**config.mk**
```make
export PLATFORM = sky130hd
export DESIGN_NAME = data_space_decode_rom_window
export DESIGN_NICKNAME = d
export VERILOG_FILES = /design/src/shared/dspace_pkg.sv /design/src/core/return_stack.sv /design/src/core/data_space_decode_rom_window.sv
export VERILOG_INCLUDE_DIRS = /design/src /design/src/shared
export SDC_FILE = /design/constraint.sdc
export NUM_CORES = 1
export LEC_CHECK = 0
export ABC_AREA = 1
export BUFFER_PORTS_ARGS = -buffer_cell sky130_fd_sc_hd__buf_2
export CAP_MARGIN = 0
export CELL_PAD_IN_SITES_DETAIL_PLACEMENT = 2
export CELL_PAD_IN_SITES_GLOBAL_PLACEMENT = 2
export CORE_MARGIN = 1.5
export CORE_UTILIZATION = 39
export DETAILED_ROUTE_END_ITERATION = 8
export PLACE_DENSITY_LB_ADDON = 0.1
export SYNTH_ARGS = -nofsm -noshare
export SYNTH_HDL_FRONTEND = slang
export SYNTH_SLANG_ARGS = --single-unit
```
**constraint.sdc**
```tcl
create_clock -name core_clk_i -period 2.7 [get_ports core_clk_i]
set_clock_uncertainty 0.1 [all_clocks]
set_input_delay 0 -clock core_clk_i [delete_from_list [all_inputs] [get_ports core_clk_i]]
set_output_delay 0 -clock core_clk_i [all_outputs]
set_load 0.1 [all_outputs]
```
**src/shared/dspace_params.svh**
```systemverilog
// Address map, field positions and sizes of the data-space decoder.
`ifndef DSPACE_PARAMS_SVH
`define DSPACE_PARAMS_SVH

`define DS_BANK_LO        8'h00
`define DS_BANK_HI        8'h3F
`define DS_WIN_LO         8'h40
`define DS_WIN_HI         8'h7F
`define DS_CORE_LO        8'h80
`define DS_FIRST_PTR      8'h80
`define DS_SECOND_PTR     8'h81
`define DS_SHORT_A        8'h82
`define DS_SHORT_B        8'h83
`define DS_RAM_LO         8'h84
`define DS_CORE_HI        8'hBF
`define DS_PERIPH_LO      8'hC0
`define DS_WIN_BASE       8'hC9
`define DS_BANK_SEL       8'hE8
`define DS_ACC            8'hFF
`define DS_CORE_RAM_DEPTH 64
`define DS_WIN_OFS_W      6
`define DS_WIN_BASE_MSB   5
`define DS_BANK_RAM2_BIT  4
`define DS_BANK_EEP0_BIT  0
`define DS_WO_READ_VALUE  8'hFF
`define DS_DENIED_DATA    8'h00
`define DS_PC_W           12
`define DS_STACK_DEPTH    6

`endif

```
**src/shared/dspace_pkg.sv**
```systemverilog
// Types shared by the data-space decoder and its return stack.
`include "dspace_params.svh"

package dspace_pkg;

  typedef enum logic [4:0] {
    ST_IDLE     = 5'b00001,
    ST_PM       = 5'b00010,
    ST_BANK     = 5'b00100,
    ST_PERIPH   = 5'b01000,
    ST_READOUT  = 5'b10000
  } seq_state_e;

  typedef enum logic [2:0] {
    RG_BANK     = 3'h0,
    RG_WINDOW   = 3'h1,
    RG_CORE     = 3'h2,
    RG_WIN_BASE = 3'h3,
    RG_BANK_SEL = 3'h4,
    RG_ACC      = 3'h5,
    RG_PERIPH   = 3'h6
  } region_e;

  // Classifies a data-space address into the region that answers it.
  function automatic region_e decode_region(input logic [7:0] addr);
    region_e r;
    r = RG_PERIPH;
    if (addr <= `DS_BANK_HI) begin
      r = RG_BANK;
    end else if (addr <= `DS_WIN_HI) begin
      r = RG_WINDOW;
    end else if (addr <= `DS_CORE_HI) begin
      r = RG_CORE;
    end else if (addr == `DS_WIN_BASE) begin
      r = RG_WIN_BASE;
    end else if (addr == `DS_BANK_SEL) begin
      r = RG_BANK_SEL;
    end else if (addr == `DS_ACC) begin
      r = RG_ACC;
    end
    return r;
  endfunction

endpackage

```
**src/core/return_stack.sv**
```systemverilog
// Circular return-address stack; a push onto a full stack drops the oldest entry.
`timescale 1ns/1ps

module return_stack
  import dspace_pkg::*;
#(
  parameter int DEPTH = `DS_STACK_DEPTH,
  parameter int WIDTH = `DS_PC_W
) (
  input  wire logic             core_clk_i,
  input  wire logic             srst_i,
  input  wire logic             push_i,
  input  wire logic             pop_i,
  input  wire logic [WIDTH-1:0] push_data_i,
  output logic      [WIDTH-1:0] top_o,
  output logic                  empty_o,
  output logic                  full_o
);

  localparam int IW = $clog2(DEPTH);

  logic [WIDTH-1:0] mem_q [DEPTH];
  logic [IW-1:0]    sp_q, sp_d;
  logic [IW:0]      cnt_q, cnt_d;

  // Index arithmetic that wraps at the stack depth.
  function automatic logic [IW-1:0] wrap_inc(input logic [IW-1:0] v);
    return (v == IW'(DEPTH - 1)) ? '0 : v + 1'b1;
  endfunction

  function automatic logic [IW-1:0] wrap_dec(input logic [IW-1:0] v);
    return (v == '0) ? IW'(DEPTH - 1) : v - 1'b1;
  endfunction

  // Next pointer and fill count; push wins if both arrive together.
  always_comb begin
    sp_d  = sp_q;
    cnt_d = cnt_q;
    if (push_i) begin
      sp_d = wrap_inc(sp_q);
      if (cnt_q != (IW+1)'(DEPTH)) begin
        cnt_d = cnt_q + 1'b1;
      end
    end else if (pop_i && cnt_q != '0) begin
      sp_d  = wrap_dec(sp_q);
      cnt_d = cnt_q - 1'b1;
    end
  end

  // Six 12-bit return addresses held in flip-flops.
  always_ff @(posedge core_clk_i) begin
    if (srst_i) begin
      sp_q  <= '0;
      cnt_q <= '0;
    end else begin
      sp_q  <= sp_d;
      cnt_q <= cnt_d;
    end
    if (push_i && !srst_i) begin
      mem_q[sp_q] <= push_data_i;
    end
  end

  assign top_o   = mem_q[wrap_dec(sp_q)];
  assign empty_o = (cnt_q == '0);
  assign full_o  = (cnt_q == (IW+1)'(DEPTH));

endmodule

```
**src/core/data_space_decode_rom_window.sv**
```systemverilog
// Data-space decoder with read-only program-memory window, core registers and RAM.
//
// Behaviour
// - Program memory addresses are 12 bits wide, 000h to FFFh.
// - Data addresses 40h..7Fh read program memory, never RAM.
// - Window address is window base bits above the six low data bits.
// - The window moves in 64-byte steps across program memory.
// - Window base sits write-only at C9h; reads are not supported.
// - Only bits 5..0 of the window base are kept.
// - Window base is not cleared by reset.
// - Data addresses 00h..3Fh go to the selected RAM or EEPROM bank.
// - Pointer registers at 80h, 81h; short-direct registers at 82h, 83h.
// - Sixty bytes of general RAM occupy 84h..BFh.
// - The accumulator is an ordinary data location at FFh.
// - A six-entry stack of 12-bit return addresses.
// - Readout protection blocks external reads of program memory.
// - Write-only bank select at E8h; bit 4 RAM page 2, bit 0 EEPROM.
`timescale 1ns/1ps

module data_space_decode_rom_window
  import dspace_pkg::*;
#(
  parameter int PC_W = `DS_PC_W
) (
  input  wire logic            core_clk_i,
  input  wire logic            srst_i,
  // Core data-space port.
  input  wire logic            dsp_rd_i,
  input  wire logic            dsp_wr_i,
  input  wire logic [7:0]      dsp_addr_i,
  input  wire logic [7:0]      dsp_wdata_i,
  output logic                 dsp_ready_o,
  output logic                 dsp_rvalid_o,
  output logic [7:0]           dsp_rdata_o,
  output logic [7:0]           acc_o,
  output logic [7:0]           first_pointer_o,
  output logic [7:0]           second_pointer_o,
  // Program memory port.
  output logic                 pm_rd_o,
  output logic [PC_W-1:0]      pm_addr_o,
  input  wire logic            pm_rvalid_i,
  input  wire logic [7:0]      pm_rdata_i,
  // Paged bank area (RAM page 2 or EEPROM page 0).
  output logic                 bank_ram2_sel_o,
  output logic                 bank_eep0_sel_o,
  output logic                 bank_rd_o,
  output logic                 bank_wr_o,
  output logic [5:0]           bank_addr_o,
  output logic [7:0]           bank_wdata_o,
  input  wire logic            bank_rvalid_i,
  input  wire logic [7:0]      bank_rdata_i,
  // Peripheral register area.
  output logic                 periph_rd_o,
  output logic                 periph_wr_o,
  output logic [7:0]           periph_addr_o,
  output logic [7:0]           periph_wdata_o,
  input  wire logic            periph_rvalid_i,
  input  wire logic [7:0]      periph_rdata_i,
  // External program-memory readout port.
  input  wire logic            readout_protect_i,
  input  wire logic            ext_rd_i,
  input  wire logic [PC_W-1:0] ext_addr_i,
  output logic                 ext_ready_o,
  output logic                 ext_rvalid_o,
  output logic                 ext_denied_o,
  output logic [7:0]           ext_rdata_o,
  // Return stack.
  input  wire logic            stack_push_i,
  input  wire logic            stack_pop_i,
  input  wire logic [PC_W-1:0] stack_push_data_i,
  output logic [PC_W-1:0]      stack_top_o,
  output logic                 stack_empty_o,
  output logic                 stack_full_o
);

  ////////////////////////////////////////////////////////////////////////////
  // Declarations.

  seq_state_e      state_q, state_d;
  logic [7:0]      rdata_q, rdata_d;
  logic            rvalid_q, rvalid_d;
  logic            pm_rd_q, pm_rd_d;
  logic [PC_W-1:0] pm_addr_q, pm_addr_d;
  logic            bank_rd_q, bank_rd_d;
  logic            bank_wr_q, bank_wr_d;
  logic [5:0]      bank_addr_q, bank_addr_d;
  logic [7:0]      bank_wdata_q, bank_wdata_d;
  logic            periph_rd_q, periph_rd_d;
  logic            periph_wr_q, periph_wr_d;
  logic [7:0]      periph_addr_q, periph_addr_d;
  logic [7:0]      periph_wdata_q, periph_wdata_d;
  logic [7:0]      ext_rdata_q, ext_rdata_d;
  logic            ext_rvalid_q, ext_rvalid_d;
  logic            ext_denied_q, ext_denied_d;

  logic [`DS_WIN_BASE_MSB:0] win_base_q, win_base_d;
  logic [7:0]                bank_sel_q, bank_sel_d;
  logic [7:0]                core_ram_q [`DS_CORE_RAM_DEPTH];
  logic [7:0]                acc_q, acc_d;
  logic                      core_ram_we;
  logic [5:0]                core_ram_idx;

  logic    protect_meta_q, protect_q;
  logic    rd_go, wr_go, ext_go;
  region_e req_region;

  ////////////////////////////////////////////////////////////////////////////
  // Request qualification.

  // The protection option is a pin level, so it is synchronised first.
  always_ff @(posedge core_clk_i) begin
    protect_meta_q <= readout_protect_i;
    protect_q      <= protect_meta_q;
  end

  // New requests are taken only while idle; the core has priority over readout.
  assign dsp_ready_o  = (state_q == ST_IDLE);
  assign ext_ready_o  = (state_q == ST_IDLE) && !dsp_rd_i && !dsp_wr_i;
  assign rd_go        = dsp_ready_o && dsp_rd_i;
  assign wr_go        = dsp_ready_o && dsp_wr_i && !dsp_rd_i;
  assign ext_go       = ext_ready_o && ext_rd_i;
  assign req_region   = decode_region(dsp_addr_i);
  assign core_ram_idx = dsp_addr_i[5:0];

  ////////////////////////////////////////////////////////////////////////////
  // Storage held by the decoder itself.

  // Next values of the window base, bank select, accumulator and core RAM write.
  always_comb begin
    win_base_d  = win_base_q;
    bank_sel_d  = bank_sel_q;
    acc_d       = acc_q;
    core_ram_we = 1'b0;
    if (wr_go) begin
      case (req_region)
        RG_WIN_BASE: begin
          win_base_d = dsp_wdata_i[`DS_WIN_BASE_MSB:0];
        end
        RG_BANK_SEL: begin
          bank_sel_d = dsp_wdata_i;
        end
        RG_ACC: begin
          acc_d = dsp_wdata_i;
        end
        RG_CORE: begin
          core_ram_we = 1'b1;
        end
        default: begin
          core_ram_we = 1'b0; // Window writes fall here and are dropped.
        end
      endcase
    end
  end

  // Window base and bank select have no reset term, so they survive reset.
  always_ff @(posedge core_clk_i) begin
    win_base_q <= win_base_d;
    bank_sel_q <= bank_sel_d;
    if (srst_i) begin
      acc_q <= 8'h00;
    end else begin
      acc_q <= acc_d;
    end
    if (core_ram_we && !srst_i) begin
      core_ram_q[core_ram_idx] <= dsp_wdata_i;
    end
  end

  assign acc_o            = acc_q;
  assign first_pointer_o  = core_ram_q[6'(`DS_FIRST_PTR - `DS_CORE_LO)];
  assign second_pointer_o = core_ram_q[6'(`DS_SECOND_PTR - `DS_CORE_LO)];
  assign bank_ram2_sel_o  = bank_sel_q[`DS_BANK_RAM2_BIT];
  assign bank_eep0_sel_o  = bank_sel_q[`DS_BANK_EEP0_BIT];

  ////////////////////////////////////////////////////////////////////////////
  // Access sequencer.

  // Next state and registered outputs of the access sequencer.
  always_comb begin
    state_d        = state_q;
    rdata_d        = rdata_q;
    rvalid_d       = 1'b0;
    pm_rd_d        = 1'b0;
    pm_addr_d      = pm_addr_q;
    bank_rd_d      = 1'b0;
    bank_wr_d      = 1'b0;
    bank_addr_d    = bank_addr_q;
    bank_wdata_d   = bank_wdata_q;
    periph_rd_d    = 1'b0;
    periph_wr_d    = 1'b0;
    periph_addr_d  = periph_addr_q;
    periph_wdata_d = periph_wdata_q;
    ext_rdata_d    = ext_rdata_q;
    ext_rvalid_d   = 1'b0;
    ext_denied_d   = 1'b0;
    case (state_q)
      ST_IDLE: begin
        if (rd_go) begin
          case (req_region)
            RG_WINDOW: begin
              pm_rd_d   = 1'b1;
              pm_addr_d = {win_base_q, dsp_addr_i[`DS_WIN_OFS_W-1:0]};
              state_d   = ST_PM;
            end
            RG_BANK: begin
              bank_rd_d   = 1'b1;
              bank_addr_d = dsp_addr_i[5:0];
              state_d     = ST_BANK;
            end
            RG_PERIPH: begin
              periph_rd_d   = 1'b1;
              periph_addr_d = dsp_addr_i;
              state_d       = ST_PERIPH;
            end
            RG_CORE: begin
              rdata_d  = core_ram_q[core_ram_idx];
              rvalid_d = 1'b1;
            end
            RG_ACC: begin
              rdata_d  = acc_q;
              rvalid_d = 1'b1;
            end
            default: begin
              rdata_d  = `DS_WO_READ_VALUE;
              rvalid_d = 1'b1;
            end
          endcase
        end else if (wr_go) begin
          if (req_region == RG_BANK) begin
            bank_wr_d    = 1'b1;
            bank_addr_d  = dsp_addr_i[5:0];
            bank_wdata_d = dsp_wdata_i;
          end else if (req_region == RG_PERIPH) begin
            periph_wr_d    = 1'b1;
            periph_addr_d  = dsp_addr_i;
            periph_wdata_d = dsp_wdata_i;
          end
        end else if (ext_go) begin
          if (protect_q) begin
            ext_rdata_d  = `DS_DENIED_DATA;
            ext_rvalid_d = 1'b1;
            ext_denied_d = 1'b1;
          end else begin
            pm_rd_d   = 1'b1;
            pm_addr_d = ext_addr_i;
            state_d   = ST_READOUT;
          end
        end
      end
      ST_PM: begin
        if (pm_rvalid_i) begin
          rdata_d  = pm_rdata_i;
          rvalid_d = 1'b1;
          state_d  = ST_IDLE;
        end
      end
      ST_BANK: begin
        if (bank_rvalid_i) begin
          rdata_d  = bank_rdata_i;
          rvalid_d = 1'b1;
          state_d  = ST_IDLE;
        end
      end
      ST_PERIPH: begin
        if (periph_rvalid_i) begin
          rdata_d  = periph_rdata_i;
          rvalid_d = 1'b1;
          state_d  = ST_IDLE;
        end
      end
      ST_READOUT: begin
        if (pm_rvalid_i) begin
          ext_rdata_d  = pm_rdata_i;
          ext_rvalid_d = 1'b1;
          state_d      = ST_IDLE;
        end
      end
      default: begin
        state_d = ST_IDLE;
      end
    endcase
  end

  // Registers of the access sequencer.
  always_ff @(posedge core_clk_i) begin
    if (srst_i) begin
      state_q        <= ST_IDLE;
      rdata_q        <= 8'h00;
      rvalid_q       <= 1'b0;
      pm_rd_q        <= 1'b0;
      pm_addr_q      <= '0;
      bank_rd_q      <= 1'b0;
      bank_wr_q      <= 1'b0;
      bank_addr_q    <= 6'h00;
      bank_wdata_q   <= 8'h00;
      periph_rd_q    <= 1'b0;
      periph_wr_q    <= 1'b0;
      periph_addr_q  <= 8'h00;
      periph_wdata_q <= 8'h00;
      ext_rdata_q    <= 8'h00;
      ext_rvalid_q   <= 1'b0;
      ext_denied_q   <= 1'b0;
    end else begin
      state_q        <= state_d;
      rdata_q        <= rdata_d;
      rvalid_q       <= rvalid_d;
      pm_rd_q        <= pm_rd_d;
      pm_addr_q      <= pm_addr_d;
      bank_rd_q      <= bank_rd_d;
      bank_wr_q      <= bank_wr_d;
      bank_addr_q    <= bank_addr_d;
      bank_wdata_q   <= bank_wdata_d;
      periph_rd_q    <= periph_rd_d;
      periph_wr_q    <= periph_wr_d;
      periph_addr_q  <= periph_addr_d;
      periph_wdata_q <= periph_wdata_d;
      ext_rdata_q    <= ext_rdata_d;
      ext_rvalid_q   <= ext_rvalid_d;
      ext_denied_q   <= ext_denied_d;
    end
  end

  // Registered outputs.
  assign dsp_rvalid_o   = rvalid_q;
  assign dsp_rdata_o    = rdata_q;
  assign pm_rd_o        = pm_rd_q;
  assign pm_addr_o      = pm_addr_q;
  assign bank_rd_o      = bank_rd_q;
  assign bank_wr_o      = bank_wr_q;
  assign bank_addr_o    = bank_addr_q;
  assign bank_wdata_o   = bank_wdata_q;
  assign periph_rd_o    = periph_rd_q;
  assign periph_wr_o    = periph_wr_q;
  assign periph_addr_o  = periph_addr_q;
  assign periph_wdata_o = periph_wdata_q;
  assign ext_rdata_o    = ext_rdata_q;
  assign ext_rvalid_o   = ext_rvalid_q;
  assign ext_denied_o   = ext_denied_q;

  ////////////////////////////////////////////////////////////////////////////
  // Return stack.

  // Subroutine and interrupt return addresses.
  return_stack #(
    .DEPTH (`DS_STACK_DEPTH),
    .WIDTH (PC_W)
  ) u_return_stack (
    .core_clk_i  (core_clk_i),
    .srst_i      (srst_i),
    .push_i      (stack_push_i),
    .pop_i       (stack_pop_i),
    .push_data_i (stack_push_data_i),
    .top_o       (stack_top_o),
    .empty_o     (stack_empty_o),
    .full_o      (stack_full_o)
  );

endmodule

```
==> results.yml <==
route:
  final_antenna_net_count: 0
  dr.pass1.iters: 5
  remaining_drc_errors: 0
  dr.first_iter.drc_count: 1695
  vias: 23559
  wl_per_cell_um: 28.4
  wl_um: 121000
  viasPerCell: 5.52
hold_path:
  holdPathStages: 2
  hp-class: "input pin to register"
  min_to: "u_return_stack.mem_q[2][0]$_DFFE_PP_"
  min_from: "stack_push_data_i[0]"
timing:
  slew_headroom_pct: 41.3
  finalSetupViolCount: 48
  period_minus_slack_ns: 2.78
  finalCritPeriodShare_pct: 103
  finalHoldViolCount: 0
  fin_ws_ns: -0.0778
  drv_slew: 0
  fmax_ghz: 0.360
  tightest_slew_ns: 0.880
  rsz0062_at_grt: "true"
  finalSetupTns_ns: -0.683
critical_path:
  r2r_slack_ns: -0.08
  path_delay_family: "buffers and inverters"
  path_buf_inv: 4
  arrival_ns: 3.21
  worst_setup_path_start_kind: "register"
  slowest_delay_ns: 0.61
  critPathSlowestCell: "dlygate4sd3_1"
  reg2reg_from: "state_q[1]$_SDFFE_PP0P_"
  crit_fanout: 6
  worst_r2r_path_depth: 10
  r2r-end: "dsp_rdata_o[1]$_SDFFE_PP0P_"
  crit_type: "register to register"
  crit_required_ns: 3.13
  cpMostUsedCell: "clkinvlp_4"
  path_cells: "nor2_2, nand4_1, clkinvlp_4, a221oi_4, dlygate4sd3_1, nand2_1, clkinvlp_4, buf_4, nor2_1, a21oi_1"
  worstSetupEndpointType: "register"
final_layout:
  drive_gt1_share_pct: 17.5
  final_nets: 3332
  fin_area_mm2: 0.0361
  final_cells: 4271
  fin_util_pct: 50.2
  synthToLayoutAreaGrowth_pct: 26.8
  fillCellCount: 7336
logic_synthesis:
  synth-seq-cells: 680
  synth_area_mm2: 0.0285
  synthCells: 2825
  yosysMostFrequentCell: "nand2_1"
  yosys_most_used_dff: "edfxtp_1"
  async_flop_share_pct: 0
  ys_top_cells_by_count: "nand2_1, edfxtp_1, inv_1"
  ys_seq_area_share_pct: 68.7
  synthTopCellsByArea: "edfxtp_1, nand2_1, dfxtp_1, inv_1, nand3_1"
  synthDistinctLibCells: 32
  postSynthAreaPerCell_um2: 10.1
  ys.warnings.count: 0
  synth_top_cell_by_area: "edfxtp_1"
  synth_top_area_share_pct: 62.5
  synth_nets: 2904
  synth_edf_count: 592
placement:
  gp_congestion: 0.844
  placed_area_mm2: 0.0316
  placed_cells: 3987
  numPortBuffers: 182
  place_hpwl_um: 68500
  place_ws_ns: -0.0728
global_route:
  grt_max_degree: 98
  first_global_vias: 25610
  grt_overflow_total: 0
  grt_pass1_wl_um: 168000
  antenna_found_initial: 2
  grt_usage_pct: 30.4
floorplanning:
  initial_utilization_pct: 39.6
  dieArea_mm2: 0.0746
  core-area_mm2: 0.0719
  pin_count: 183
  die_x_um: 273
  std_cell_rows: 98
  die_h_um: 273
cts:
  h-tree-depth: 3
  cts_tree: "built"
  clock-sinks: 680
  clock_latency_ns: 0.65
  cts_root_buf: "clkbuf_16"
  clkTransAtPathRegs_ns: 0.07
  clockBufferDepth: 3
  cts_made_buffers: 77
outcome:
  status: "complete, but fails checks"
  violations: "negative setup slack"
run:
  maxCapViolCount: 0
power:
  powerDensity_mw_per_mm2: 784
  ir_drop_mv: 0.749
  p_leak_nw: 15.1
-- stage by stage --
| stage | hold WS, ns | total power, mW |
|---|---|---|
| floorplan | -0.0723 | 14.8 |
| global placement | 0.00820 | 16.0 |
| detailed placement | 0.00819 | 16.2 |
| CTS | 0.0257 | 27.5 |
| global route | 0.0626 | 28.9 |
| finish | 0.0656 | 28.3 |
-- worst max path at each step --
| stage | slack [ns] | depth (start not counted) | startpoint | endpoint |
|---|---|---|---|---|
| finish | -0.08 | 10 | state_q[1]$_SDFFE_PP0P_ | dsp_rdata_o[1]$_SDFFE_PP0P_ |
| global route | -0.14 | 12 | dsp_addr_i[0] | periph_addr_o[1]$_SDFFE_PP0P_ |
| CTS | -0.03 | 9 | u_return_stack.sp_q[0]$_SDFFE_PP0P_ | stack_top_o[2] |
| detailed placement | -0.07 | 10 | state_q[3]$_SDFFE_PP0P_ | core_ram_q[0][0]$_DFFE_PP_ |
| global placement | 0.05 | 10 | state_q[3]$_SDFFE_PP0P_ | core_ram_q[0][7]$_DFFE_PP_ |
| floorplan | -0.50 | 9 | state_q[3]$_SDFFE_PP0P_ | core_ram_q[10][0]$_DFFE_PP_ |
-- area by class of cell --
class | instances | area [um2] | share of cell area (%)
repair buffers | 472 | 3910 | 10.8
multi-input cells | 1747 | 7720 | 21.4
clock inverters | 55 | 618 | 1.71
well taps | 950 | 1190 | 3.29
clock buffers | 89 | 1990 | 5.52
inverters | 275 | 1100 | 3.04
diodes | 3 | 7.51 | 0.0208
flip-flops and latches | 680 | 19600 | 54.2
-- cells in the final DEF (no fill, tap or decap), types with 34 or more instances in the layout --
cell           synthesis  final
nand2_1             1093   1085
edfxtp_1             592    592
inv_1                266    259
nor2_1               206    181
buf_2                 26    169
nand3_1              166    158
buf_4                  6    149
dlygate4sd3_1          0     94
dfxtp_1               88     83
clkbuf_16              0     79
a21oi_1               78     72
o21ai_0               76     60
nand4_1               34     34
-- what timing repair did --
action / CTS / global route
cloned: 3 / 2
endpoints found under the setup margin: 140 / 347
pin swaps: 6 / 21
buffers inserted: 6 / 33
hold endpoints to repair: 481 / 0
hold buffers: 94 / 0
resized for setup: 54 / 88
-- flip-flops by register name, summed over array words and instances, names as in the netlist, 2 cells and up --
signal                cells
pm_addr_o                12
ext_rdata_o               8
periph_addr_o             8
u_return_stack.cnt_q      4
acc_o                     8
u_return_stack.mem_q     72
bank_sel_q                2
dsp_rdata_o               8
win_base_q                6
periph_wdata_o            8
bank_addr_o               6
state_q                   5
bank_wdata_o              8
core_ram_q              512
u_return_stack.sp_q       3
-- logic make-up after synthesis --
group / after synthesis / share of synthesized area (%)
adder cells (fa/ha/maj): 4 / 0.202
flip-flops: 680 / 68.7
buffers and inverters: 398 / 5.44
XOR/XNOR: 1 / 0.0308
AND/OR/NAND/NOR: 1525 / 21.4
AO/OA/AOI/OAI: 217 / 4.28
-- where the power goes --
| group | internal, mW | leakage, nW | switching, mW |
|---|---|---|---|
| sequential | 11.6 | 6.04 | 0.176 |
| clock | 6.41 | 1.27 | 4.78 |
| combinational | 1.39 | 7.80 | 3.94 |
| total | 19.4 | 15.1 | 8.90 |
-- layer usage --
| layer | part of all wire (%) | GRT usage (%) | up-vias |
|---|---|---|---|
| met3 | 3.8 | 3.78 | 344 |
| met1 | 39 | 36.6 | 12240 |
| li1 | - | - | 10187 |
| met5 | 0 | 0 | - |
| met4 | 5.2 | 11.6 | 0 |
| met2 | 52 | 55.1 | 788 |
(Power assumes the default switching activity.)
